## src/hdl/hrc_pkg.sv

```systemverilog
// Constants, types and carriers for the hibernation power controller
package hrc_pkg;

   // ----------------------------------------------------------------
   // Register byte offsets
   // ----------------------------------------------------------------
   localparam logic [11:0] OFS_COUNTER = 12'h000;
   localparam logic [11:0] OFS_MATCH_ZERO = 12'h004;
   localparam logic [11:0] OFS_MATCH_ONE = 12'h008;
   localparam logic [11:0] OFS_LOAD = 12'h00C;
   localparam logic [11:0] OFS_CONTROL = 12'h010;
   localparam logic [11:0] OFS_MASK = 12'h014;
   localparam logic [11:0] OFS_RAW = 12'h018;
   localparam logic [11:0] OFS_MASKED = 12'h01C;
   localparam logic [11:0] OFS_CLEAR = 12'h020;
   localparam logic [11:0] OFS_TRIM = 12'h024;
   localparam logic [11:0] OFS_DATA_FIRST = 12'h030;
   localparam logic [11:0] OFS_DATA_LAST = 12'h12C;

   // ----------------------------------------------------------------
   // Reset values
   // ----------------------------------------------------------------
   localparam logic [31:0] RST_MATCH = 32'hFFFF_FFFF;
   localparam logic [31:0] RST_LOAD = 32'hFFFF_FFFF;
   localparam logic [31:0] RST_COUNTER = 32'h0000_0000;
   localparam logic [7:0] RST_CONTROL = 8'h00;
   localparam logic [3:0] RST_EVENTS = 4'h0;
   localparam logic [15:0] TRIM_NOMINAL = 16'h7FFF;
   localparam logic [31:0] RST_DATA = 32'h0000_0000;

   // ----------------------------------------------------------------
   // Control bit positions
   // ----------------------------------------------------------------
   localparam int unsigned CTL_COUNTER_ENABLE = 0;
   localparam int unsigned CTL_HIBERNATE_REQUEST = 1;
   localparam int unsigned CTL_CLOCK_SOURCE_SELECT = 2;
   localparam int unsigned CTL_MATCH_WAKE_ENABLE = 3;
   localparam int unsigned CTL_PIN_WAKE_ENABLE = 4;
   localparam int unsigned CTL_LOW_BATTERY_ENABLE = 5;
   localparam int unsigned CTL_SLOW_CLOCK_ENABLE = 6;
   localparam int unsigned CTL_POWER_CUT_ABORT = 7;

   // ----------------------------------------------------------------
   // Event bit positions (raw, masked, mask and clear share them)
   // ----------------------------------------------------------------
   localparam int unsigned EVT_MATCH_ZERO = 0;
   localparam int unsigned EVT_MATCH_ONE = 1;
   localparam int unsigned EVT_LOW_BATTERY = 2;
   localparam int unsigned EVT_WAKE_PIN = 3;

   // ----------------------------------------------------------------
   // Counts
   // ----------------------------------------------------------------
   localparam logic [6:0] XTAL_DIV_LAST = 7'h7F;
   localparam logic [5:0] TRIM_SECOND = 6'h00;
   localparam int unsigned DATA_WORDS = 64;

   // ----------------------------------------------------------------
   // Pin synchroniser lanes
   // ----------------------------------------------------------------
   localparam int unsigned PIN_COUNT = 4;
   localparam int unsigned PIN_OSC = 0;
   localparam int unsigned PIN_XTAL = 1;
   localparam int unsigned PIN_WAKE_N = 2;
   localparam int unsigned PIN_LOW_BATTERY = 3;
   localparam logic [3:0] PIN_RESET = 4'h4;

   localparam logic [1:0] RESP_OKAY = 2'h0;
   localparam logic [1:0] RESP_SLVERR = 2'h2;

   typedef enum logic [0:0] {
      HRC_ST_RUN = 1'b0,
      HRC_ST_HIB = 1'b1
   } hrc_state_t;

   typedef struct packed {
      logic [11:0] awaddr;
      logic awvalid;
      logic [31:0] wdata;
      logic [3:0] wstrb;
      logic wvalid;
      logic bready;
      logic [11:0] araddr;
      logic arvalid;
      logic rready;
   } hrc_axil_req_t;

   typedef struct packed {
      logic awready;
      logic wready;
      logic bvalid;
      logic [1:0] bresp;
      logic arready;
      logic rvalid;
      logic [31:0] rdata;
      logic [1:0] rresp;
   } hrc_axil_rsp_t;

endpackage

```

## src/hdl/hrc_pin_sync.sv

```systemverilog
// Three-stage pin synchroniser with agreement filter, one lane per pin
`timescale 1ns/1ps
`default_nettype none
module hrc_pin_sync (
   // Clock and reset
   input wire logic aclk,
   input wire logic aresetn,
   // Pins and filtered levels
   input wire logic [hrc_pkg::PIN_COUNT-1:0] pin_in,
   output logic [hrc_pkg::PIN_COUNT-1:0] level_q
);
   logic [hrc_pkg::PIN_COUNT-1:0] ff1_q;
   logic [hrc_pkg::PIN_COUNT-1:0] ff2_q;
   logic [hrc_pkg::PIN_COUNT-1:0] ff3_q;

   genvar g;
   generate
      for (g = 0; g < hrc_pkg::PIN_COUNT; g++) begin : lane
         always_ff @(posedge aclk) begin
            if (!aresetn) begin
               ff1_q[g] <= hrc_pkg::PIN_RESET[g];
               ff2_q[g] <= hrc_pkg::PIN_RESET[g];
               ff3_q[g] <= hrc_pkg::PIN_RESET[g];
               level_q[g] <= hrc_pkg::PIN_RESET[g];
            end else begin
               ff1_q[g] <= pin_in[g];
               ff2_q[g] <= ff1_q[g];
               ff3_q[g] <= ff2_q[g];
               // Change only once stages two and three agree
               if (ff2_q[g] == ff3_q[g]) begin
                  level_q[g] <= ff3_q[g];
               end
            end
         end
      end
   endgenerate
endmodule
`default_nettype wire

```

## src/hdl/hrc_controller.sv

```systemverilog
// Hibernation power controller: seconds counter, matches, events, power cut
//
// Behaviour
// - Low battery below threshold; not measured hibernating
// - Low battery sets raw flag when enabled
// - Low battery, when enabled, with abort refuses hibernation
// - Thirty-two bit seconds counter, one per second
// - Predivider counts slow ticks; trim resets 0x7FFF
// - Trim used one second in sixty-four
// - Larger trim slows, smaller trim speeds
// - Two match registers wake or interrupt
// - Counter advances only with counter enable
// - Load write sets counter any time
// - Sixty-four retained read/write words
// - Hibernate request asserts regulator off output
// - Wake on pin or match when enabled
// - Wake releases regulator; raw keeps wake event
// - Pin, match, battery events ORed to interrupt
// - Raw, masked status; write one clears
// - Control bit two picks oscillator or crystal
// - Mask bits one and zero enable matches
`timescale 1ns/1ps
`default_nettype none
module hrc_controller (
   // Clock and reset
   input wire logic aclk,
   input wire logic aresetn,
   // Register bus
   input wire hrc_pkg::hrc_axil_req_t axi_req,
   output hrc_pkg::hrc_axil_rsp_t axi_rsp,
   // Slow clock pins
   input wire logic osc_32k_in,
   input wire logic xtal_in,
   // Wake pin and battery comparator
   input wire logic wake_n,
   input wire logic low_battery_in,
   // Power and interrupt
   output logic regulator_off_n,
   output logic irq
);

   // ----------------------------------------------------------------
   // Pin synchronisation
   // ----------------------------------------------------------------
   logic [hrc_pkg::PIN_COUNT-1:0] pin_lvl;
   logic [hrc_pkg::PIN_COUNT-1:0] pin_prev_q;

   hrc_pin_sync u_pin_sync (
      .aclk(aclk),
      .aresetn(aresetn),
      .pin_in({low_battery_in, wake_n, xtal_in, osc_32k_in}),
      .level_q(pin_lvl)
   );

   always_ff @(posedge aclk) begin
      if (!aresetn) begin
         pin_prev_q <= hrc_pkg::PIN_RESET;
      end else begin
         pin_prev_q <= pin_lvl;
      end
   end

   wire logic osc_rise = pin_lvl[hrc_pkg::PIN_OSC] & ~pin_prev_q[hrc_pkg::PIN_OSC];
   wire logic xtal_rise = pin_lvl[hrc_pkg::PIN_XTAL] & ~pin_prev_q[hrc_pkg::PIN_XTAL];
   wire logic wake_fall = ~pin_lvl[hrc_pkg::PIN_WAKE_N] & pin_prev_q[hrc_pkg::PIN_WAKE_N];
   wire logic wake_low = ~pin_lvl[hrc_pkg::PIN_WAKE_N];
   wire logic battery_low = pin_lvl[hrc_pkg::PIN_LOW_BATTERY];

   // ----------------------------------------------------------------
   // Register state
   // ----------------------------------------------------------------
   logic [31:0] match0_q;
   logic [31:0] match1_q;
   logic [31:0] load_q;
   logic [31:0] count_q;
   logic [7:0] ctl_q;
   logic [3:0] mask_q;
   logic [3:0] raw_q;
   logic [15:0] trim_q;
   logic [31:0] data_q [hrc_pkg::DATA_WORDS];
   hrc_pkg::hrc_state_t state_q;

   // ----------------------------------------------------------------
   // Bus write channel
   // ----------------------------------------------------------------
   logic awready_q;
   logic wready_q;
   logic bvalid_q;
   logic [1:0] bresp_q;
   logic [11:0] waddr_q;
   logic [31:0] wdata_q;
   logic [3:0] wstrb_q;

   wire logic aw_take = axi_req.awvalid & awready_q;
   wire logic w_take = axi_req.wvalid & wready_q;
   wire logic wr_fire = ~awready_q & ~wready_q & ~bvalid_q;
   wire logic [11:0] wword = {waddr_q[11:2], 2'b00};

   wire logic [11:0] wdata_off = wword - hrc_pkg::OFS_DATA_FIRST;
   wire logic [5:0] wdata_idx = wdata_off[7:2];
   wire logic wsel_data = (wword >= hrc_pkg::OFS_DATA_FIRST) &&
                          (wword <= hrc_pkg::OFS_DATA_LAST);
   wire logic wsel_m0 = wword == hrc_pkg::OFS_MATCH_ZERO;
   wire logic wsel_m1 = wword == hrc_pkg::OFS_MATCH_ONE;
   wire logic wsel_ld = wword == hrc_pkg::OFS_LOAD;
   wire logic wsel_ctl = wword == hrc_pkg::OFS_CONTROL;
   wire logic wsel_mask = wword == hrc_pkg::OFS_MASK;
   wire logic wsel_clr = wword == hrc_pkg::OFS_CLEAR;
   wire logic wsel_trim = wword == hrc_pkg::OFS_TRIM;
   wire logic wsel_ro = (wword == hrc_pkg::OFS_COUNTER) || (wword == hrc_pkg::OFS_RAW) ||
                        (wword == hrc_pkg::OFS_MASKED);
   wire logic wmapped = wsel_data | wsel_m0 | wsel_m1 | wsel_ld | wsel_ctl | wsel_mask |
                        wsel_clr | wsel_trim | wsel_ro;

   // Byte-lane merge of write data into an existing word
   function automatic logic [31:0] merge(input logic [31:0] old, input logic [31:0] nw,
                                         input logic [3:0] strb);
      logic [31:0] res;
      res = old;
      for (int b = 0; b < 4; b++) begin
         if (strb[b]) begin
            res[8*b +: 8] = nw[8*b +: 8];
         end
      end
      return res;
   endfunction

   wire logic [31:0] ld_merged = merge(load_q, wdata_q, wstrb_q);
   wire logic [31:0] ctl_merged = merge({24'h00_0000, ctl_q}, wdata_q, wstrb_q);
   wire logic [31:0] mask_merged = merge({28'h000_0000, mask_q}, wdata_q, wstrb_q);
   wire logic [31:0] trim_merged = merge({16'h0000, trim_q}, wdata_q, wstrb_q);
   wire logic [31:0] clr_bits = merge(32'h0000_0000, wdata_q, wstrb_q);

   wire logic we_ld = wr_fire & wsel_ld;
   wire logic we_ctl = wr_fire & wsel_ctl;
   wire logic [3:0] clr_mask = (wr_fire & wsel_clr) ? clr_bits[3:0] : 4'h0;

   always_ff @(posedge aclk) begin
      if (!aresetn) begin
         awready_q <= 1'b1;
         wready_q <= 1'b1;
         bvalid_q <= 1'b0;
         bresp_q <= hrc_pkg::RESP_OKAY;
         waddr_q <= 12'h000;
         wdata_q <= 32'h0000_0000;
         wstrb_q <= 4'h0;
      end else begin
         if (aw_take) begin
            waddr_q <= axi_req.awaddr;
            awready_q <= 1'b0;
         end
         if (w_take) begin
            wdata_q <= axi_req.wdata;
            wstrb_q <= axi_req.wstrb;
            wready_q <= 1'b0;
         end
         if (wr_fire) begin
            bvalid_q <= 1'b1;
            bresp_q <= wmapped ? hrc_pkg::RESP_OKAY : hrc_pkg::RESP_SLVERR;
         end else if (bvalid_q && axi_req.bready) begin
            bvalid_q <= 1'b0;
            awready_q <= 1'b1;
            wready_q <= 1'b1;
         end
      end
   end

   // ----------------------------------------------------------------
   // Software registers
   // ----------------------------------------------------------------
   wire logic low_battery_flag_en = ctl_q[hrc_pkg::CTL_LOW_BATTERY_ENABLE];
   wire logic abort_now = low_battery_flag_en & ctl_q[hrc_pkg::CTL_POWER_CUT_ABORT] & battery_low;
   wire logic hib_req = ctl_q[hrc_pkg::CTL_HIBERNATE_REQUEST];
   wire logic in_hib = state_q == hrc_pkg::HRC_ST_HIB;
   logic wake_now;
   // Request dropped either by wake or by a refused entry
   wire logic drop_req = (in_hib & wake_now) | (~in_hib & hib_req & abort_now);

   always_ff @(posedge aclk) begin
      if (!aresetn) begin
         match0_q <= hrc_pkg::RST_MATCH;
         match1_q <= hrc_pkg::RST_MATCH;
         load_q <= hrc_pkg::RST_LOAD;
         ctl_q <= hrc_pkg::RST_CONTROL;
         mask_q <= hrc_pkg::RST_EVENTS;
         trim_q <= hrc_pkg::TRIM_NOMINAL;
      end else begin
         if (wr_fire && wsel_m0) begin
            match0_q <= merge(match0_q, wdata_q, wstrb_q);
         end
         if (wr_fire && wsel_m1) begin
            match1_q <= merge(match1_q, wdata_q, wstrb_q);
         end
         if (we_ld) begin
            load_q <= ld_merged;
         end
         if (we_ctl) begin
            ctl_q <= ctl_merged[7:0];
         end else if (drop_req) begin
            ctl_q[hrc_pkg::CTL_HIBERNATE_REQUEST] <= 1'b0;
         end
         if (wr_fire && wsel_mask) begin
            mask_q <= mask_merged[3:0];
         end
         if (wr_fire && wsel_trim) begin
            trim_q <= trim_merged[15:0];
         end
      end
   end

   // Retained words; no reset path other than the bus reset
   genvar gi;
   generate
      for (gi = 0; gi < hrc_pkg::DATA_WORDS; gi++) begin : word
         always_ff @(posedge aclk) begin
            if (!aresetn) begin
               data_q[gi] <= hrc_pkg::RST_DATA;
            end else if (wr_fire && wsel_data && (wdata_idx == 6'(gi))) begin
               data_q[gi] <= merge(data_q[gi], wdata_q, wstrb_q);
            end
         end
      end
   endgenerate

   // ----------------------------------------------------------------
   // Slow clock source and predivider
   // ----------------------------------------------------------------
   logic [6:0] xdiv_q;
   logic [15:0] prediv_q;
   logic [5:0] sec64_q;
   logic count_moved_q;

   wire logic xtal_tick = xtal_rise & (xdiv_q == hrc_pkg::XTAL_DIV_LAST);
   wire logic slow_tick = ctl_q[hrc_pkg::CTL_SLOW_CLOCK_ENABLE] &
                          (ctl_q[hrc_pkg::CTL_CLOCK_SOURCE_SELECT] ? osc_rise : xtal_tick);
   wire logic run = ctl_q[hrc_pkg::CTL_COUNTER_ENABLE];
   wire logic sec_tick = run & slow_tick & (prediv_q == 16'h0000);
   // Reload for the coming second: trim once in sixty-four, nominal otherwise
   wire logic [15:0] reload = ((sec64_q + 6'h01) == hrc_pkg::TRIM_SECOND) ?
                              trim_q : hrc_pkg::TRIM_NOMINAL;

   always_ff @(posedge aclk) begin
      if (!aresetn) begin
         xdiv_q <= 7'h00;
         prediv_q <= hrc_pkg::TRIM_NOMINAL;
         sec64_q <= 6'h00;
         count_q <= hrc_pkg::RST_COUNTER;
         count_moved_q <= 1'b0;
      end else begin
         if (xtal_rise) begin
            xdiv_q <= xdiv_q + 7'h01;
         end
         if (run && slow_tick) begin
            // A second lasts reload+1 slow ticks
            prediv_q <= sec_tick ? reload : prediv_q - 16'h0001;
         end
         if (sec_tick) begin
            sec64_q <= sec64_q + 6'h01;
         end
         if (we_ld) begin
            count_q <= ld_merged;
         end else if (sec_tick) begin
            count_q <= count_q + 32'h0000_0001;
         end
         count_moved_q <= we_ld | sec_tick;
      end
   end

   // ----------------------------------------------------------------
   // Matches, events and power state
   // ----------------------------------------------------------------
   // Compared once per counter change so a match flags once per arrival
   wire logic m0_hit = count_moved_q & (count_q == match0_q);
   wire logic m1_hit = count_moved_q & (count_q == match1_q);
   wire logic low_battery_flag_set = low_battery_flag_en & battery_low & ~in_hib;
   wire logic [3:0] ev_set = {wake_fall, low_battery_flag_set, m1_hit, m0_hit};
   // Set wins over a clear arriving in the same cycle
   wire logic [3:0] raw_d = (raw_q & ~clr_mask) | ev_set;

   always_comb begin
      wake_now = (ctl_q[hrc_pkg::CTL_PIN_WAKE_ENABLE] & wake_low) |
                 (ctl_q[hrc_pkg::CTL_MATCH_WAKE_ENABLE] & (m0_hit | m1_hit));
   end

   logic reg_off_n_q;
   logic irq_q;

   always_ff @(posedge aclk) begin
      if (!aresetn) begin
         raw_q <= hrc_pkg::RST_EVENTS;
         state_q <= hrc_pkg::HRC_ST_RUN;
         reg_off_n_q <= 1'b1;
         irq_q <= 1'b0;
      end else begin
         raw_q <= raw_d;
         irq_q <= |(raw_q & mask_q);
         unique case (state_q)
            hrc_pkg::HRC_ST_RUN: begin
               if (hib_req && !abort_now) begin
                  state_q <= hrc_pkg::HRC_ST_HIB;
               end
            end
            hrc_pkg::HRC_ST_HIB: begin
               if (wake_now) begin
                  state_q <= hrc_pkg::HRC_ST_RUN;
               end
            end
         endcase
         reg_off_n_q <= ~in_hib;
      end
   end

   // ----------------------------------------------------------------
   // Bus read channel
   // ----------------------------------------------------------------
   logic arready_q;
   logic rvalid_q;
   logic [31:0] rdata_q;
   logic [1:0] rresp_q;

   wire logic ar_take = axi_req.arvalid & arready_q;
   wire logic [11:0] rword = {axi_req.araddr[11:2], 2'b00};
   wire logic [11:0] rdata_off = rword - hrc_pkg::OFS_DATA_FIRST;
   wire logic rsel_data = (rword >= hrc_pkg::OFS_DATA_FIRST) &&
                          (rword <= hrc_pkg::OFS_DATA_LAST);
   wire logic [31:0] rd_reg =
      (rword == hrc_pkg::OFS_COUNTER) ? count_q :
      (rword == hrc_pkg::OFS_MATCH_ZERO) ? match0_q :
      (rword == hrc_pkg::OFS_MATCH_ONE) ? match1_q :
      (rword == hrc_pkg::OFS_LOAD) ? load_q :
      (rword == hrc_pkg::OFS_CONTROL) ? {24'h00_0000, ctl_q} :
      (rword == hrc_pkg::OFS_MASK) ? {28'h000_0000, mask_q} :
      (rword == hrc_pkg::OFS_RAW) ? {28'h000_0000, raw_q} :
      (rword == hrc_pkg::OFS_MASKED) ? {28'h000_0000, raw_q & mask_q} :
      (rword == hrc_pkg::OFS_TRIM) ? {16'h0000, trim_q} :
      rsel_data ? data_q[rdata_off[7:2]] : 32'h0000_0000;
   wire logic rmapped = rsel_data || (rword <= hrc_pkg::OFS_TRIM);

   always_ff @(posedge aclk) begin
      if (!aresetn) begin
         arready_q <= 1'b1;
         rvalid_q <= 1'b0;
         rdata_q <= 32'h0000_0000;
         rresp_q <= hrc_pkg::RESP_OKAY;
      end else if (ar_take) begin
         arready_q <= 1'b0;
         rvalid_q <= 1'b1;
         rdata_q <= rd_reg;
         rresp_q <= rmapped ? hrc_pkg::RESP_OKAY : hrc_pkg::RESP_SLVERR;
      end else if (rvalid_q && axi_req.rready) begin
         rvalid_q <= 1'b0;
         arready_q <= 1'b1;
      end
   end

   // ----------------------------------------------------------------
   // Outputs
   // ----------------------------------------------------------------
   assign axi_rsp.awready = awready_q;
   assign axi_rsp.wready = wready_q;
   assign axi_rsp.bvalid = bvalid_q;
   assign axi_rsp.bresp = bresp_q;
   assign axi_rsp.arready = arready_q;
   assign axi_rsp.rvalid = rvalid_q;
   assign axi_rsp.rdata = rdata_q;
   assign axi_rsp.rresp = rresp_q;
   assign regulator_off_n = reg_off_n_q;
   assign irq = irq_q;

endmodule
`default_nettype wire

```

## config.mk

```make
export PLATFORM = sky130hd
export DESIGN_NAME = hrc_controller
export DESIGN_NICKNAME = d
export VERILOG_FILES = /design/src/hdl/hrc_pkg.sv /design/src/hdl/hrc_pin_sync.sv /design/src/hdl/hrc_controller.sv
export SDC_FILE = /design/constraint.sdc
export NUM_CORES = 2
export LEC_CHECK = 0
export CAP_MARGIN = 20
export CORE_ASPECT_RATIO = 1.4
export CORE_MARGIN = 3
export CORE_UTILIZATION = 55
export CTS_CLUSTER_DIAMETER = 200
export DETAILED_ROUTE_END_ITERATION = 10
export DONT_BUFFER_PORTS = 1
export PLACE_DENSITY = 0.7
export SETUP_SLACK_MARGIN = 0.3
export SYNTH_ARGS = -nofsm -noshare
export SYNTH_HDL_FRONTEND = slang
export SYNTH_SLANG_ARGS = --single-unit
```

## constraint.sdc

```tcl
create_clock -name aclk -period 2.8 [get_ports aclk]
set_input_delay 0.14 -clock aclk [delete_from_list [all_inputs] [get_ports aclk]]
set_output_delay 0.14 -clock aclk [all_outputs]
set_load 0.02 [all_outputs]
```

==> impl_metrics.py <==
metrics = {
    "outcome": {
        "status": "finished with violations",
        "violations": "negative hold slack, max-slew violations, negative setup slack",
    },
    "drt": {
        "drc": 0,
        "wirelength_mm": 331,
        "wl_per_cell_microns": 30.3,
        "via_count": 71300,
        "drtIter0Drc": 9502,
        "ant_nets": 0,
        "drtPass1Iterations": 8,
        "vias_per_cell": 6.52,
    },
    "worst_setup_path": {
        "r2r_slack_ns": 0.20,
        "critPathLaunch": "aresetn",
        "cp_max_fo": 431,
        "end_kind": "flop",
        "crit_end": "awready_q$_SDFF_PN1_",
        "rr_startpoint": "data_q[31][11]$_SDFFCE_PN0P_",
        "worst_r2r_path_depth": 6,
        "cp-start-kind": "input port",
        "path_class": "in2reg",
        "critPathArrivalTime_ns": 3.66,
        "crit_required_ns": 3.58,
        "regToRegEndpoint": "rdata_q[11]$_SDFFE_PN0P_",
    },
    "logic_synthesis": {
        "synth_warnings": 0,
        "synth-edff-count": 2048,
        "netlist_instances": 7922,
        "syn_area_per_cell_sq_um": 13.0,
        "async_flop_share": 0,
        "synth_ff_type": "edfxtp_1",
        "seq_area_frac_synth": 0.655,
        "syn_area_sq_um": 103000,
        "synth-seq-cells": 2345,
        "synth_cell_types": 81,
    },
    "placed_design": {
        "hpwl_mm": 215,
        "port_buffers": 0,
        "dp.cells": 10300,
        "gp_congestion": 1.03,
    },
    "cells_and_area": {
        "layout_common_cells": "nor2_1 (2163), edfxtp_1 (2048), buf_4 (622)",
        "drive_gt1_frac": 0.220,
        "final_common_cell": "nor2_1",
        "area_growth_pct": 17.1,
        "fin_cells": 10900,
        "nets": 8377,
        "fillCellCount": 13100,
    },
    "global_routing": {
        "grt_max_degree": 546,
        "grt-busiest-layer": "met2",
        "grtUsageTotal": 0.340,
        "grt_antenna_before_repair": 1,
        "grt-ovfl-total": 0,
        "grt_pass1_vias": 70600,
        "grt_pass1_wl_mm": 476,
        "use_met3": 0.0616,
        "use_met1": 0.405,
        "use_met2": 0.567,
    },
    "timing": {
        "tns_ns": -0.108,
        "finalCritPeriodShare": 1.03,
        "post-route-min-period_ns": 2.88,
        "worstMarginPinSlew_ns": 2.54,
        "holdWs_ns": -0.298,
        "fin_skew_ns": 0.0426,
        "setup_viol": 3,
        "fmax_mhz": 347,
        "rsz0062_at_grt": "yes",
        "worst_slack_ns": -0.0795,
        "drv_slew": 707,
        "final-hold-violation-count": 23,
        "maxSlewHeadroom": -0.691,
    },
    "clocking": {
        "ctsHtreeMaxLevel": 4,
        "clkTransAtPathRegs_ns": 0.07,
        "clk_path_buf_depth": 4,
        "clock-sinks": 2345,
        "cts_tree": "built",
        "root_buffer": "clkbuf_16",
        "cts_buffers": 217,
        "holdBufCountCts": 180,
        "clk_latency_ns": 0.88,
    },
    "power": {
        "switching_power_mw": 16.3,
        "p_total_mw": 73.5,
        "power_leakage_nw": 41.1,
        "p_clk_frac": 0.390,
        "p_seq_frac": 0.536,
        "irDropWorstVdd_v": 0.000464,
        "internal_power_mw": 57.1,
        "power_density_nw_per_um2": 609,
        "switching_share": 0.222,
        "p_comb_frac": 0.074,
    },
    "floorplan": {
        "num_rows": 187,
        "die-area_sq_um": 193000,
        "die_h_microns": 518,
        "core_sq_um": 186000,
        "die_w_microns": 372,
        "io_pins": 114,
        "initial_core_util": 0.554,
    },
    "flow_run": {
        "drv_cap": 0,
    },
    "min_path": {
        "worstHoldStart": "aresetn",
        "hp-class": "in2reg",
    },
}
## cell families (layout without fill, tap and decap cells)
logic type               Yosys count  count (layout)  share of synthesized area
flip-flops                      2345            2345                      0.655
XOR/XNOR                         105             105                    0.00893
multiplexers                     608             608                      0.122
AO/OA/AOI/OAI                    977             977                     0.0619
AND/OR/NAND/NOR                 3016            3017                      0.118
other                              1               4                  0.0000364
buffers and inverters            861            1402                     0.0333
adder cells (fa/ha/maj)            9               9                    0.00109
## layer usage
metal | up-vias | part of all wire
met5 | - | 0
met3 | 1094 | 0.098
met2 | 4499 | 0.49
li1 | 29700 | -
met4 | 0 | 0.082
met1 | 36000 | 0.33
## flip-flops by register name (all words and copies together), names as in the netlist, 6 cells and up
name      cells
load_q       32
rdata_q      32
xdiv_q        7
ctl_q         8
data_q     2048
wdata_q      32
count_q      32
sec64_q       6
match1_q     32
trim_q       16
prediv_q     16
waddr_q      10
match0_q     32
## per-stage QoR
step	setup slack [ns]	instance area, sq um	utilization
after floorplan	0.170	104000	-
after CTS	0.176	120000	0.644
final	-0.0795	121000	0.649
after global placement	-0.270	111000	0.597
after detailed placement	-0.305	111000	0.597
after global routing	0.184	121000	0.649
## how the worst min path moves through the flow
| stage | endpoint | depth (start not counted) |
|---|---|---|
| global route | match0_q[7]$_SDFFE_PN1P_ | 1 |
| floorplan | awready_q$_SDFF_PN1_ | 1 |
| detailed placement | wready_q$_SDFF_PN1_ | 1 |
| CTS | match0_q[7]$_SDFFE_PN1P_ | 1 |
| global placement | wready_q$_SDFF_PN1_ | 1 |
| finish | match1_q[0]$_SDFFE_PN1P_ | 1 |
## cells in the mapped netlist (all sizes together) (18+ instances only)
library cell  count  area, sq um
clkbuf          709         2660
a21oi           144          721
nor4             24          181
mux4            514        11600
edfxtp         2048        61500
and3             20          125
nand2           465         1750
a211oi           18          140
xor2             33          289
buf             108          601
a221oi           82          724
o21ai           358         1790
nand3           173          878
nor2           2167         8130
dfxtp           297         5950
nand4            42          278
xnor2            72          631
nor3             33          170
a22o             84          736
and2             24          150
a22oi            72          541
mux2i            83          831
o211ai           34          255
o22ai            68          425
inv              43          161
## power by group through the flow
stage,sequential (mW),clock [mW],combinational (mW)
after global routing,39.4,30.0,5.50
final,39.3,28.7,5.44
after detailed placement,40.1,0,4.90
after global placement,40.0,0,4.85
after CTS,39.3,28.8,5.12
after floorplan,39.9,0,3.13
## final cells by class
| class | count | area, sq um | area share |
|---|---|---|---|
| Sequential cell | 2345 | 67500 | 0.559 |
| Multi-Input combinational cell | 4718 | 33400 | 0.277 |
| Timing Repair Buffer | 971 | 9790 | 0.0812 |
| Clock buffer | 279 | 5850 | 0.0485 |
| Tap cell | 2457 | 3070 | 0.0255 |
| Clock inverter | 108 | 853 | 0.00708 |
| Inverter | 44 | 173 | 0.00143 |
| Antenna cell | 2 | 5.00 | 0.0000415 |
## critical path: stages
cell           delay (ns)
inv_4                0.93
buf_4                0.80
a21oi_1              0.10
o21ai_0              0.15
dlygate4sd3_1        0.58
## what timing repair did
action	in CTS	in global routing
gates cloned	4	8
pin swaps	7	29
resized for setup	36	116
buffers inserted	10	29
endpoints found under the hold margin	1719	1429
endpoints found under the setup margin	407	897
Note: power is estimated with default switching activity, not from simulation.
